===== config.mk =====
export PLATFORM = sky130hd
export DESIGN_NAME = atap_top
export DESIGN_NICKNAME = d
export VERILOG_FILES = /design/src/atap_pkg.sv /design/src/atap_top.sv
export VERILOG_INCLUDE_DIRS = /design/src
export SDC_FILE = /design/constraint.sdc
export NUM_CORES = 2
export LEC_CHECK = 0
export BUFFER_PORTS_ARGS = -buffer_cell sky130_fd_sc_hd__buf_4
export CAP_MARGIN = 25
export CORE_MARGIN = 2
export CORE_UTILIZATION = 38
export DETAILED_ROUTE_END_ITERATION = 16
export GPL_ROUTABILITY_DRIVEN = 0
export PLACE_DENSITY_LB_ADDON = 0.1
export SLEW_MARGIN = 5
export SYNTH_ARGS = -nofsm -noshare
export SYNTH_HDL_FRONTEND = slang
export SYNTH_SLANG_ARGS = --single-unit

===== constraint.sdc =====
create_clock -name aclk -period 15 [get_ports aclk]
set_input_delay 3 -clock aclk [delete_from_list [all_inputs] [get_ports aclk]]
set_output_delay 3 -clock aclk [all_outputs]
set_load 0.01 [all_outputs]

===== src/atap_defines.svh =====
// register offsets, field positions, reset values and widths of the trim block
`ifndef ATAP_DEFINES_SVH
`define ATAP_DEFINES_SVH
// ========================================
// register byte offsets, word indices of the two trim stores and store depth
`define ATAP_OFS_CTRL3      8'h00
`define ATAP_OFS_OFS_HI     8'h04
`define ATAP_OFS_OFS_LO     8'h08
`define ATAP_OFS_PG_HI      8'h0C
`define ATAP_OFS_PG_LO      8'h10
`define ATAP_OFS_MG_HI      8'h14
`define ATAP_OFS_MG_LO      8'h18
`define ATAP_OFS_PIN_LO     8'h1C
`define ATAP_OFS_PIN_MID    8'h20
`define ATAP_OFS_CTRL2      8'h24
`define ATAP_OFS_CHAN1      8'h28
`define ATAP_OFS_RESULT     8'h2C
`define ATAP_IDX_PSTORE     6'h0C
`define ATAP_IDX_MSTORE     6'h14
`define ATAP_STORE_N        7
// ========================================
// field positions
`define ATAP_B_RUN          7
`define ATAP_B_FAIL         6
`define ATAP_B_REPEAT       3
`define ATAP_B_AVGEN        2
`define ATAP_B_HWTRG        6
`define ATAP_B_DIFF         0
`define ATAP_B_BUSY         16
// ========================================
// reset values and responses
`define ATAP_RST_GAIN       16'h8000
`define ATAP_RST_OFS        16'h0000
`define ATAP_RST_BYTE       8'h00
`define ATAP_RESP_OK        2'h0
`define ATAP_RESP_ERR       2'h2
// stage widths of each trim store word, stage 0..4, sum, delta
`define ATAP_W0             6
`define ATAP_W1             7
`define ATAP_W2             8
`define ATAP_W3             9
`define ATAP_W4             10
`define ATAP_WS             6
`define ATAP_WD             6
`endif


===== src/atap_pkg.sv =====
// types shared by the trim, averaging and pin control block
package atap_pkg;
	// ========================================
	// sequencer states
	typedef enum logic [2:0] {
		ST_IDLE = 3'b001,
		ST_CONV = 3'b010,
		ST_CAL  = 3'b100
	} atap_state_t;
	typedef logic [9:0]  atap_store_t;
	typedef logic [15:0] atap_word16_t;
endpackage


===== src/atap_top.sv =====
// converter trim, averaging and analog pin control slice with an AXI4-Lite slave
//
// The AXI4-Lite interface to the registers and the register offsets were decided locally.
`timescale 1ns/1ps
`include "atap_defines.svh"

// Summary of operation
// - setting trim_run starts calibration; it reads one until the sequence ends
// - setting trim_run aborts any conversion in progress
// - trigger select one, register write or stop mode during calibration sets failure
// - failure flag keeps its value through a good run, cleared only by writing one
// - repeat_convert zero runs one conversion or set, one repeats continuously
// - average_enable makes each result come from a set of conversions
// - average_count selects 4, 8, 16 or 32 samples
// - offset is 16-bit two's complement from high and low bytes
// - offset is subtracted once from each averaged result before the result pair
// - corrected result saturates at the limits of the current mode
// - plus gain 1.15 format corrects plus input or whole single-ended conversion
// - minus gain corrects only the minus input, ignored single-ended
// - plus store holds values of 6, 7, 8, 9, 10, 6, 6 bits
// - minus store holds values of the same widths
// - both stores load automatically when calibration ends
// - pin-select low bit n removes port control from channel n pin
// - pin-select mid bit k removes port control from channel k+8 pin
// - selected pin: output tristate, input and pullup off, port reads zero
// - trigger select zero: channel control write starts; one: hardware trigger
module atap_top (
	input  wire logic                 aclk,
	input  wire logic                 aresetn,
	input  wire logic [7:0]           s_axi_awaddr,
	input  wire logic                 s_axi_awvalid,
	output logic                      s_axi_awready,
	input  wire logic [31:0]          s_axi_wdata,
	input  wire logic [3:0]           s_axi_wstrb,
	input  wire logic                 s_axi_wvalid,
	output logic                      s_axi_wready,
	output logic [1:0]                s_axi_bresp,
	output logic                      s_axi_bvalid,
	input  wire logic                 s_axi_bready,
	input  wire logic [7:0]           s_axi_araddr,
	input  wire logic                 s_axi_arvalid,
	output logic                      s_axi_arready,
	output logic [31:0]               s_axi_rdata,
	output logic [1:0]                s_axi_rresp,
	output logic                      s_axi_rvalid,
	input  wire logic                 s_axi_rready,
	input  wire logic                 conv_raw_valid,
	input  wire atap_pkg::atap_word16_t conv_plus_raw,
	input  wire atap_pkg::atap_word16_t conv_minus_raw,
	input  wire logic                 cal_done,
	input  wire atap_pkg::atap_word16_t cal_offset,
	input  wire logic [69:0]          cal_plus_vals,
	input  wire logic [69:0]          cal_minus_vals,
	input  wire logic                 stop_mode,
	input  wire logic                 hw_trigger,
	input  wire logic [15:0]          gpio_drive_req,
	input  wire logic [15:0]          gpio_pullup_req,
	input  wire logic [15:0]          gpio_pin_in,
	output logic                      conv_start,
	output logic                      conv_abort,
	output logic                      cal_start,
	output atap_pkg::atap_word16_t    result_pair,
	output logic                      result_valid,
	output logic                      convert_active,
	output logic [15:0]               gpio_oe_n,
	output logic [15:0]               gpio_pullup_en,
	output logic [15:0]               gpio_ibuf_en,
	output logic [15:0]               gpio_rdata
);
	import atap_pkg::*;

	// ========================================
	// helpers
	function automatic logic [9:0] store_mask(input int i);
		int w;
		case (i)
			0: w = `ATAP_W0;
			1: w = `ATAP_W1;
			2: w = `ATAP_W2;
			3: w = `ATAP_W3;
			4: w = `ATAP_W4;
			5: w = `ATAP_WS;
			default: w = `ATAP_WD;
		endcase
		store_mask = 10'((11'h001 << w) - 11'h001);
	endfunction

	function automatic logic mapped(input logic [7:0] a);
		logic [5:0] idx;
		idx = a[7:2];
		mapped = (idx <= 6'(`ATAP_IDX_PSTORE + `ATAP_STORE_N - 1)) ||
			((idx >= `ATAP_IDX_MSTORE) &&
			 (idx <= 6'(`ATAP_IDX_MSTORE + `ATAP_STORE_N - 1)));
	endfunction

	function automatic logic [15:0] merge16(input logic [15:0] old,
		input logic [31:0] d, input logic [3:0] s);
		merge16 = {s[1] ? d[15:8] : old[15:8], s[0] ? d[7:0] : old[7:0]};
	endfunction

	// ========================================
	// state
	atap_state_t  state_ff;
	logic         aw_have_ff, w_have_ff;
	logic [7:0]   wr_addr_ff;
	logic [31:0]  wr_data_ff;
	logic [3:0]   wr_strb_ff;
	logic         run_ff, fail_ff, repeat_ff, avg_en_ff, hw_sel_ff, diff_ff;
	logic [1:0]   avg_cnt_ff;
	logic [15:0]  ofs_ff, pg_ff, mg_ff, pin_dis_ff;
	logic [7:0]   chan_ff;
	atap_store_t  pstore_ff [`ATAP_STORE_N];
	atap_store_t  mstore_ff [`ATAP_STORE_N];
	logic         hwt_meta_ff, hwt_sync_ff, hwt_prev_ff;
	logic [15:0]  pin_meta_ff, pin_sync_ff;
	logic [24:0]  acc_ff;
	logic [5:0]   cnt_ff;

	// ========================================
	// bus slave
	logic aw_take, w_take, wr_do, ar_take, wr_hit, wr_busy_cal;
	logic nxt_aw_have, nxt_w_have;
	assign aw_take     = s_axi_awvalid && s_axi_awready;
	assign w_take      = s_axi_wvalid && s_axi_wready;
	assign wr_do       = aw_have_ff && w_have_ff && !s_axi_bvalid;
	assign ar_take     = s_axi_arvalid && s_axi_arready;
	assign wr_hit      = wr_do && mapped(wr_addr_ff);
	assign wr_busy_cal = wr_hit && (state_ff == ST_CAL);
	assign nxt_aw_have = wr_do ? 1'b0 : (aw_take ? 1'b1 : aw_have_ff);
	assign nxt_w_have  = wr_do ? 1'b0 : (w_take ? 1'b1 : w_have_ff);

	always_ff @(posedge aclk) begin
		if (!aresetn) begin
			aw_have_ff    <= 1'b0;
			w_have_ff     <= 1'b0;
			s_axi_awready <= 1'b0;
			s_axi_wready  <= 1'b0;
			wr_addr_ff    <= 8'h00;
			wr_data_ff    <= 32'h0000_0000;
			wr_strb_ff    <= 4'h0;
			s_axi_bvalid  <= 1'b0;
			s_axi_bresp   <= `ATAP_RESP_OK;
		end else begin
			aw_have_ff    <= nxt_aw_have;
			w_have_ff     <= nxt_w_have;
			s_axi_awready <= !nxt_aw_have;
			s_axi_wready  <= !nxt_w_have;
			if (aw_take) begin
				wr_addr_ff <= s_axi_awaddr;
			end
			if (w_take) begin
				wr_data_ff <= s_axi_wdata;
				wr_strb_ff <= s_axi_wstrb;
			end
			if (wr_do) begin
				s_axi_bvalid <= 1'b1;
				s_axi_bresp  <= mapped(wr_addr_ff) ? `ATAP_RESP_OK : `ATAP_RESP_ERR;
			end else if (s_axi_bready) begin
				s_axi_bvalid <= 1'b0;
			end
		end
	end

	logic [31:0] rd_word;
	always_comb begin
		rd_word = 32'h0000_0000;
		case (s_axi_araddr)
			`ATAP_OFS_CTRL3:   rd_word[7:0] = {run_ff, fail_ff, 2'b00, repeat_ff,
				avg_en_ff, avg_cnt_ff};
			`ATAP_OFS_OFS_HI:  rd_word[7:0] = ofs_ff[15:8];
			`ATAP_OFS_OFS_LO:  rd_word[7:0] = ofs_ff[7:0];
			`ATAP_OFS_PG_HI:   rd_word[7:0] = pg_ff[15:8];
			`ATAP_OFS_PG_LO:   rd_word[7:0] = pg_ff[7:0];
			`ATAP_OFS_MG_HI:   rd_word[7:0] = mg_ff[15:8];
			`ATAP_OFS_MG_LO:   rd_word[7:0] = mg_ff[7:0];
			`ATAP_OFS_PIN_LO:  rd_word[7:0] = pin_dis_ff[7:0];
			`ATAP_OFS_PIN_MID: rd_word[7:0] = pin_dis_ff[15:8];
			`ATAP_OFS_CTRL2: begin
				rd_word[`ATAP_B_HWTRG] = hw_sel_ff;
				rd_word[`ATAP_B_DIFF]  = diff_ff;
			end
			`ATAP_OFS_CHAN1:   rd_word[7:0] = chan_ff;
			`ATAP_OFS_RESULT: begin
				rd_word[15:0]        = result_pair;
				rd_word[`ATAP_B_BUSY] = convert_active;
			end
			default: begin
				for (int i = 0; i < `ATAP_STORE_N; i++) begin
					if (s_axi_araddr[7:2] == 6'(`ATAP_IDX_PSTORE + i))
						rd_word[9:0] = pstore_ff[i];
					if (s_axi_araddr[7:2] == 6'(`ATAP_IDX_MSTORE + i))
						rd_word[9:0] = mstore_ff[i];
				end
			end
		endcase
	end

	always_ff @(posedge aclk) begin
		if (!aresetn) begin
			s_axi_arready <= 1'b0;
			s_axi_rvalid  <= 1'b0;
			s_axi_rdata   <= 32'h0000_0000;
			s_axi_rresp   <= `ATAP_RESP_OK;
		end else begin
			if (ar_take) begin
				s_axi_rvalid  <= 1'b1;
				s_axi_arready <= 1'b0;
				s_axi_rdata   <= rd_word;
				s_axi_rresp   <= mapped(s_axi_araddr) ? `ATAP_RESP_OK : `ATAP_RESP_ERR;
			end else if (s_axi_rvalid && s_axi_rready) begin
				s_axi_rvalid  <= 1'b0;
				s_axi_arready <= 1'b1;
			end else if (!s_axi_rvalid) begin
				s_axi_arready <= 1'b1;
			end
		end
	end

	// ========================================
	// configuration registers
	logic wr_lane0;
	assign wr_lane0 = wr_hit && wr_strb_ff[0];

	always_ff @(posedge aclk) begin
		if (!aresetn) begin
			repeat_ff  <= 1'b0;
			avg_en_ff  <= 1'b0;
			avg_cnt_ff <= 2'b00;
			hw_sel_ff  <= 1'b0;
			diff_ff    <= 1'b0;
			chan_ff    <= `ATAP_RST_BYTE;
			pg_ff      <= `ATAP_RST_GAIN;
			mg_ff      <= `ATAP_RST_GAIN;
			pin_dis_ff <= 16'h0000;
		end else if (wr_lane0) begin
			case (wr_addr_ff)
				`ATAP_OFS_CTRL3: begin
					repeat_ff  <= wr_data_ff[`ATAP_B_REPEAT];
					avg_en_ff  <= wr_data_ff[`ATAP_B_AVGEN];
					avg_cnt_ff <= wr_data_ff[1:0];
				end
				`ATAP_OFS_CTRL2: begin
					hw_sel_ff <= wr_data_ff[`ATAP_B_HWTRG];
					diff_ff   <= wr_data_ff[`ATAP_B_DIFF];
				end
				`ATAP_OFS_CHAN1:   chan_ff          <= wr_data_ff[7:0];
				`ATAP_OFS_PG_HI:   pg_ff[15:8]      <= wr_data_ff[7:0];
				`ATAP_OFS_PG_LO:   pg_ff[7:0]       <= wr_data_ff[7:0];
				`ATAP_OFS_MG_HI:   mg_ff[15:8]      <= wr_data_ff[7:0];
				`ATAP_OFS_MG_LO:   mg_ff[7:0]       <= wr_data_ff[7:0];
				`ATAP_OFS_PIN_LO:  pin_dis_ff[7:0]  <= wr_data_ff[7:0];
				`ATAP_OFS_PIN_MID: pin_dis_ff[15:8] <= wr_data_ff[7:0];
				default: ;
			endcase
		end
	end

	// offset is loaded by software or by a finished calibration
	always_ff @(posedge aclk) begin
		if (!aresetn) begin
			ofs_ff <= `ATAP_RST_OFS;
		end else if (state_ff == ST_CAL && cal_done) begin
			ofs_ff <= cal_offset;
		end else if (wr_lane0 && wr_addr_ff == `ATAP_OFS_OFS_HI) begin
			ofs_ff[15:8] <= wr_data_ff[7:0];
		end else if (wr_lane0 && wr_addr_ff == `ATAP_OFS_OFS_LO) begin
			ofs_ff[7:0] <= wr_data_ff[7:0];
		end
	end

	// ========================================
	// trim stores, widths clipped per stage
	generate
		for (genvar g = 0; g < `ATAP_STORE_N; g++) begin : g_store
			always_ff @(posedge aclk) begin
				if (!aresetn) begin
					pstore_ff[g] <= 10'h000;
					mstore_ff[g] <= 10'h000;
				end else if (state_ff == ST_CAL && cal_done) begin
					pstore_ff[g] <= cal_plus_vals[g*10 +: 10] & store_mask(g);
					mstore_ff[g] <= cal_minus_vals[g*10 +: 10] & store_mask(g);
				end else if (wr_hit && wr_addr_ff[7:2] == 6'(`ATAP_IDX_PSTORE + g)) begin
					pstore_ff[g] <= 10'(merge16({6'h00, pstore_ff[g]}, wr_data_ff,
						wr_strb_ff)) & store_mask(g);
				end else if (wr_hit && wr_addr_ff[7:2] == 6'(`ATAP_IDX_MSTORE + g)) begin
					mstore_ff[g] <= 10'(merge16({6'h00, mstore_ff[g]}, wr_data_ff,
						wr_strb_ff)) & store_mask(g);
				end
			end
		end
	endgenerate

	// ========================================
	// synchronisers for pins
	always_ff @(posedge aclk) begin
		if (!aresetn) begin
			hwt_meta_ff <= 1'b0;
			hwt_sync_ff <= 1'b0;
			hwt_prev_ff <= 1'b0;
			pin_meta_ff <= 16'h0000;
			pin_sync_ff <= 16'h0000;
		end else begin
			hwt_meta_ff <= hw_trigger;
			hwt_sync_ff <= hwt_meta_ff;
			hwt_prev_ff <= hwt_sync_ff;
			pin_meta_ff <= gpio_pin_in;
			pin_sync_ff <= pin_meta_ff;
		end
	end

	// ========================================
	// correction datapath
	logic        cal_req, conv_req, set_done;
	logic [31:0] pprod, mprod;
	logic [19:0] sample;
	logic [24:0] acc_sum, avg;
	logic [20:0] corr;
	logic [15:0] sat;
	logic [5:0]  target;
	logic [2:0]  shift;

	assign cal_req  = wr_lane0 && wr_addr_ff == `ATAP_OFS_CTRL3 &&
		wr_data_ff[`ATAP_B_RUN] && state_ff != ST_CAL;
	assign conv_req = !cal_req && (hw_sel_ff ? (hwt_sync_ff && !hwt_prev_ff) :
		(wr_lane0 && wr_addr_ff == `ATAP_OFS_CHAN1));
	assign pprod    = conv_plus_raw * pg_ff;
	assign mprod    = conv_minus_raw * mg_ff;
	// gains are 1.15, so the product's upper 17 bits are the corrected sample
	assign sample   = {3'b000, pprod[31:15]} -
		(diff_ff ? {3'b000, mprod[31:15]} : 20'h00000);
	assign target   = avg_en_ff ? 6'(6'h04 << avg_cnt_ff) : 6'h01;
	assign shift    = avg_en_ff ? ({1'b0, avg_cnt_ff} + 3'h2) : 3'h0;
	assign acc_sum  = acc_ff + {{5{sample[19]}}, sample};
	assign avg      = 25'($signed(acc_sum) >>> shift);
	assign corr     = {avg[19], avg[19:0]} - {{5{ofs_ff[15]}}, ofs_ff};
	assign set_done = conv_raw_valid && (cnt_ff + 6'h01 == target);

	// limits follow the mode: signed 16 bit when differential, else unsigned
	always_comb begin
		sat = corr[15:0];
		if (diff_ff) begin
			if ($signed(corr) > $signed(21'h007FFF))
				sat = 16'h7FFF;
			else if ($signed(corr) < $signed(21'h1F8000))
				sat = 16'h8000;
		end else begin
			if (corr[20])
				sat = 16'h0000;
			else if (corr[19:16] != 4'h0)
				sat = 16'hFFFF;
		end
	end

	// ========================================
	// sequencer
	always_ff @(posedge aclk) begin
		if (!aresetn) begin
			state_ff       <= ST_IDLE;
			conv_start     <= 1'b0;
			conv_abort     <= 1'b0;
			cal_start      <= 1'b0;
			result_valid   <= 1'b0;
			result_pair    <= 16'h0000;
			acc_ff         <= 25'h0000000;
			cnt_ff         <= 6'h00;
			convert_active <= 1'b0;
		end else begin
			conv_start   <= 1'b0;
			conv_abort   <= 1'b0;
			cal_start    <= 1'b0;
			result_valid <= 1'b0;
			unique case (state_ff)
				ST_IDLE, ST_CONV: begin
					if (cal_req) begin
						state_ff       <= ST_CAL;
						cal_start      <= 1'b1;
						conv_abort     <= (state_ff == ST_CONV);
						convert_active <= 1'b0;
					end else if (state_ff == ST_IDLE || conv_req) begin
						if (conv_req) begin
							state_ff       <= ST_CONV;
							conv_start     <= 1'b1;
							convert_active <= 1'b1;
							acc_ff         <= 25'h0000000;
							cnt_ff         <= 6'h00;
						end
					end else if (conv_raw_valid) begin
						conv_start <= 1'b1;
						acc_ff     <= acc_sum;
						cnt_ff     <= cnt_ff + 6'h01;
						if (set_done) begin
							result_pair  <= sat;
							result_valid <= 1'b1;
							acc_ff       <= 25'h0000000;
							cnt_ff       <= 6'h00;
							if (!repeat_ff) begin
								state_ff       <= ST_IDLE;
								conv_start     <= 1'b0;
								convert_active <= 1'b0;
							end
						end
					end
				end
				ST_CAL: begin
					if (cal_done) begin
						state_ff <= ST_IDLE;
					end
				end
			endcase
		end
	end

	// trim_run mirrors the sequence; failure flag is sticky, set beats clear
	always_ff @(posedge aclk) begin
		if (!aresetn) begin
			run_ff  <= 1'b0;
			fail_ff <= 1'b0;
		end else begin
			if (cal_req)
				run_ff <= 1'b1;
			else if (state_ff == ST_CAL && cal_done)
				run_ff <= 1'b0;
			if (state_ff == ST_CAL && (hw_sel_ff || wr_busy_cal || stop_mode))
				fail_ff <= 1'b1;
			else if (wr_lane0 && wr_addr_ff == `ATAP_OFS_CTRL3 &&
				wr_data_ff[`ATAP_B_FAIL])
				fail_ff <= 1'b0;
		end
	end

	// ========================================
	// pin control
	always_ff @(posedge aclk) begin
		if (!aresetn) begin
			gpio_oe_n      <= 16'hFFFF;
			gpio_pullup_en <= 16'h0000;
			gpio_ibuf_en   <= 16'h0000;
			gpio_rdata     <= 16'h0000;
		end else begin
			gpio_oe_n      <= ~(gpio_drive_req & ~pin_dis_ff);
			gpio_pullup_en <= gpio_pullup_req & ~pin_dis_ff;
			gpio_ibuf_en   <= ~pin_dis_ff;
			gpio_rdata     <= pin_sync_ff & ~pin_dis_ff;
		end
	end
endmodule // atap_top


==> results by group <==
Timing
  • Period utilization: 96.17%
  • Slew Limit Headroom: 18.69%
  • Worst-Margin Slew: 1.189 ns
  • Final critical-path required period: 14.43 ns
  • Worst setup margin: 0.5745 ns
  • Final Skew: 0.03199 ns
  • Fmax: 69.32 MHz
  • Final Hold Viols: 0
  • Slew Limit Fails: 0
  • Endpoints failing setup: 0
  • Unrepaired setup endpoints after global routing: true

Setup path
  • Worst Path Required: 15.47 ns
  • Worst stage delay on the critical path: 0.61 ns
  • Critical Path AT: 14.90 ns
  • R2r setup slk: ~2.3 ns
  • Crit path kind: input pin to register
  • WP buf/inv: 12
  • Critical path launch point type: input pin
  • Most frequent CP cell: buf_4
  • Family with the most delay on the worst path: compound AO/OA/AOI/OAI gates
  • Critical-path top delay cell: or4b_2
  • Critical path capture point type: register
  • Worst-path fanout max: 10

Clock network
  • Worst-Skew Late Latency: 0.58 ns
  • Max clock buf depth: 3
  • Clk root buf: clkbuf_16
  • CTS H-tree lvls: 2
  • CTS clock-pin slew for the worst setup and hold paths: 0.07 ns
  • TritonCTS Buffers: 40
  • CTS tree: yes
  • Clock sink count: between 300 and 400
  • Post-CTS Hold Buffers: 0

Pwr
  • PwrDens: approximately 62 mW/mm2
  • Leak: between 15 and 20 nW
  • Max VDD drop: between 0.08 and 0.09 mV

Floorplan
  • Die area: 0.09522 mm2
  • Die height: 308.6 um
  • Io pins: 425
  • Core footprint: 0.09180 mm2
  • Site row count: 111
  • Die Wd: roughly 310 um
  • Initial core utilization: about two fifths

Finish
  • Area of the multi-input gates: around 0.024 mm2
  • Layout cell share with drive strength beyond 1: 16.69%
  • Register area: about 0.0087 mm2
  • Final #Nets: about 5300
  • Fillcell total: 9091
  • Cell area after layout: 0.04183 mm2
  • Area Growth Syn to Fin: 18.65%

Placement
  • Worst slack, placed: -0.4790 ns
  • IO Port Bufs: 347
  • Post-detail-place hpwl: 92.71 mm
  • Post-placement cell area: 0.04035 mm2

Logic synthesis
  • Seq/Total Area, Yosys: 24.76%
  • Register bit total from synthesis: 384
  • Number of flops mapped to enable cells by yosys: 104
  • Synth top area share: 22.09%
  • Synth cell types: 100
  • YS warnings: 0
  • Syn_area_per_cell: 9.050 um2
  • Synth area leaders: fa_1 (22%), dfxtp_1 (16%), ha_1 (9.5%)
  • Largest area contributor in the netlist: fa_1
  • Post-synth ARST share: 0%
  • Synth Cell Area: 0.03525 mm2
  • Ys flop type: dfxtp_1
  • Syn Inst Count: just under 4000

Global route
  • Total track usage: 24.99%
  • Pin count of the biggest net entering global routing: 87
  • First-pass GRT wire length: roughly 180 mm
  • Vias in the first global route: 29470
  • Initial antenna violation count: 7
  • GRT overflow: 0

Outcome
  • Outcome: complete, no violations

Drt
  • DRC viols: 0
  • Routed WL: approximately 120 mm
  • Average via count per standard cell: 5.217
  • DR WL/cell: around 21 um
  • Vias: between 20000 and 30000
  • Final ANT Viol Nets: 0
  • Pre-Repair DR Iteration Count: 7
  • DRT iter0 DRCs: 1903

Run
  • Max cap viols: 0

Worst hold path
  • Worst min path class: register to register
## what timing repair did
item                                    4_1_cts  5_1_grt
buffers inserted                              0        2
resized for setup                             0       36
endpoints found under the setup margin        0       16
endpoints found under the hold margin         0        0
## state kept, by name (all words and copies together), names as in the netlist, 2 cells and up
name	cells
acc_ff	25
gpio_rdata	16
pin_dis_ff	16
wr_strb_ff	2
mstore_ff	52
wr_addr_ff	8
result_pair	16
cnt_ff	6
gpio_ibuf_en	16
ofs_ff	16
avg_cnt_ff	2
wr_data_ff	10
gpio_pullup_en	16
s_axi_rdata	17
mg_ff	16
state_ff	3
pin_meta_ff	16
chan_ff	8
pin_sync_ff	16
pstore_ff	52
gpio_oe_n	16
pg_ff	16
## logic make-up after synthesis
group                      after synthesis  synth area share, %
and+or+nand+nor                       1323                18.15
buffers and inverters                  705                7.801
AOI/OAI and AO/OA                      672                13.54
adders and majority gates              656                31.57
DFF                                    384                24.76
muxes                                   78                2.286
xor gates and xnor gates                76                1.888
other                                    1              0.01064
## worst paths after layout
| kind | depth (start not counted) | startpoint | end |
|---|---|---|---|
| max | 52 | conv_plus_raw[7] | result_pair[5]$_SDFFE_PN0P_ |
| min | 1 | pin_sync_ff[5]$_SDFF_PN0_ | gpio_rdata[5]$_SDFF_PN0_ |
| max reg2reg | 56 | pg_ff[4]$_SDFFE_PN0P_ | result_pair[5]$_SDFFE_PN0P_ |
| min reg2reg | 1 | pin_sync_ff[5]$_SDFF_PN0_ | gpio_rdata[5]$_SDFF_PN0_ |
## power breakdown
group	total [mW]	switching [mW]	internal [mW]
Clock	1.01	0.453	0.561
Sequential	1.11	0.0154	1.09
Combinational	0.463	0.256	0.207
## per-layer routing
metal | track usage (%) | routed length, um | part of all wire [%]
met3 | 4.330 | 7549 | 6.3
met4 | 7.839 | 3593 | 3.0
met5 | 0 | 53 | 0.044
met2 | 41.84 | 57230 | 48
met1 | 32.84 | 51110 | 43
## synth_stat cells (11+ instances only)
cell type  number
nor2_1        270
nand2_1       486
a21oi_1       171
o31ai_1        13
a211oi_1       22
edfxtp_1      104
xor2_1         25
nand3_1        57
o211ai_1       15
nand2b_1       25
inv_1         496
xnor2_1        51
a21o_1         30
o22ai_1        15
clkbuf_1      170
dfxtp_1       280
a31oi_1        12
and2_1        310
a22o_1        122
nor2b_1        25
buf_2          11
or3_1          17
and3_1         13
o21a_1         17
fa_1          389
a22oi_1        45
nand4_1        20
nor3_1         36
buf_4          18
o21ai_0        92
mux2i_1        67
ha_1          267
a221oi_1       19
## area by class of cell
type                            instances  share of cell area, %
Clock inverter                         10                 0.3350
Sequential cell                       384                  20.87
Inverter                              497                  4.472
Timing Repair Buffer                  579                  10.45
Clock buffer                           63                  2.791
Tap cell                             1243                  3.718
Multi-Input combinational cell       2822                  57.34
Antenna cell                            4                0.02393
## stage by stage
| step | total power, mW | utilization [%] | instances | setup TNS [ns] | hold WS, ns |
|---|---|---|---|---|---|
| 2_1_floorplan | 1.351 | - | 3911 | 0 | 0.4057 |
| 3_3_place_gp | 1.585 | 43.93 | 5516 | -7.509 | 0.4077 |
| 3_5_place_dp | 1.584 | 43.96 | 5520 | -6.503 | 0.4113 |
| 4_1_cts | 2.597 | 45.38 | 5593 | 0 | 0.4215 |
| 5_1_grt | 2.681 | 45.55 | 5600 | -0.05509 | 0.4352 |
| 6_report | 2.583 | 45.56 | 5602 | 0 | 0.4198 |
## layout by cell type, fill, tap and decap left out, drive strengths merged, types with 18 or more instances in the layout
| cell type | instances |
|---|---|
| a21oi | 172 |
| a21o | 30 |
| or3 | 18 |
| nor2 | 274 |
| xor2 | 25 |
| ha | 267 |
| nand2b | 25 |
| and2 | 312 |
| xnor2 | 51 |
| nor2b | 25 |
| nand3 | 58 |
| buf | 579 |
| a22o | 122 |
| mux2i | 67 |
| fa | 389 |
| nand2 | 487 |
| nor3 | 38 |
| a211oi | 30 |
| o21ai | 94 |
| a22oi | 46 |
| dfxtp | 280 |
| clkbuf | 63 |
| a221oi | 19 |
| nand4 | 21 |
| edfxtp | 104 |
| inv | 498 |
## worst register-to-register path: cells and delay by family (launching register included)
kind / cells / cell delay [ns]
AOI/OAI and AO/OA: 25 / 4.43
adders and majority gates: 11 / 4.16
buffers and inverters: 11 / 1.28
and+or+nand+nor: 7 / 1.21
DFF: 1 / 0.96
muxes: 1 / 0.30
xor gates and xnor gates: 1 / 0.23
Note: power is estimated with default switching activity, not from simulation.
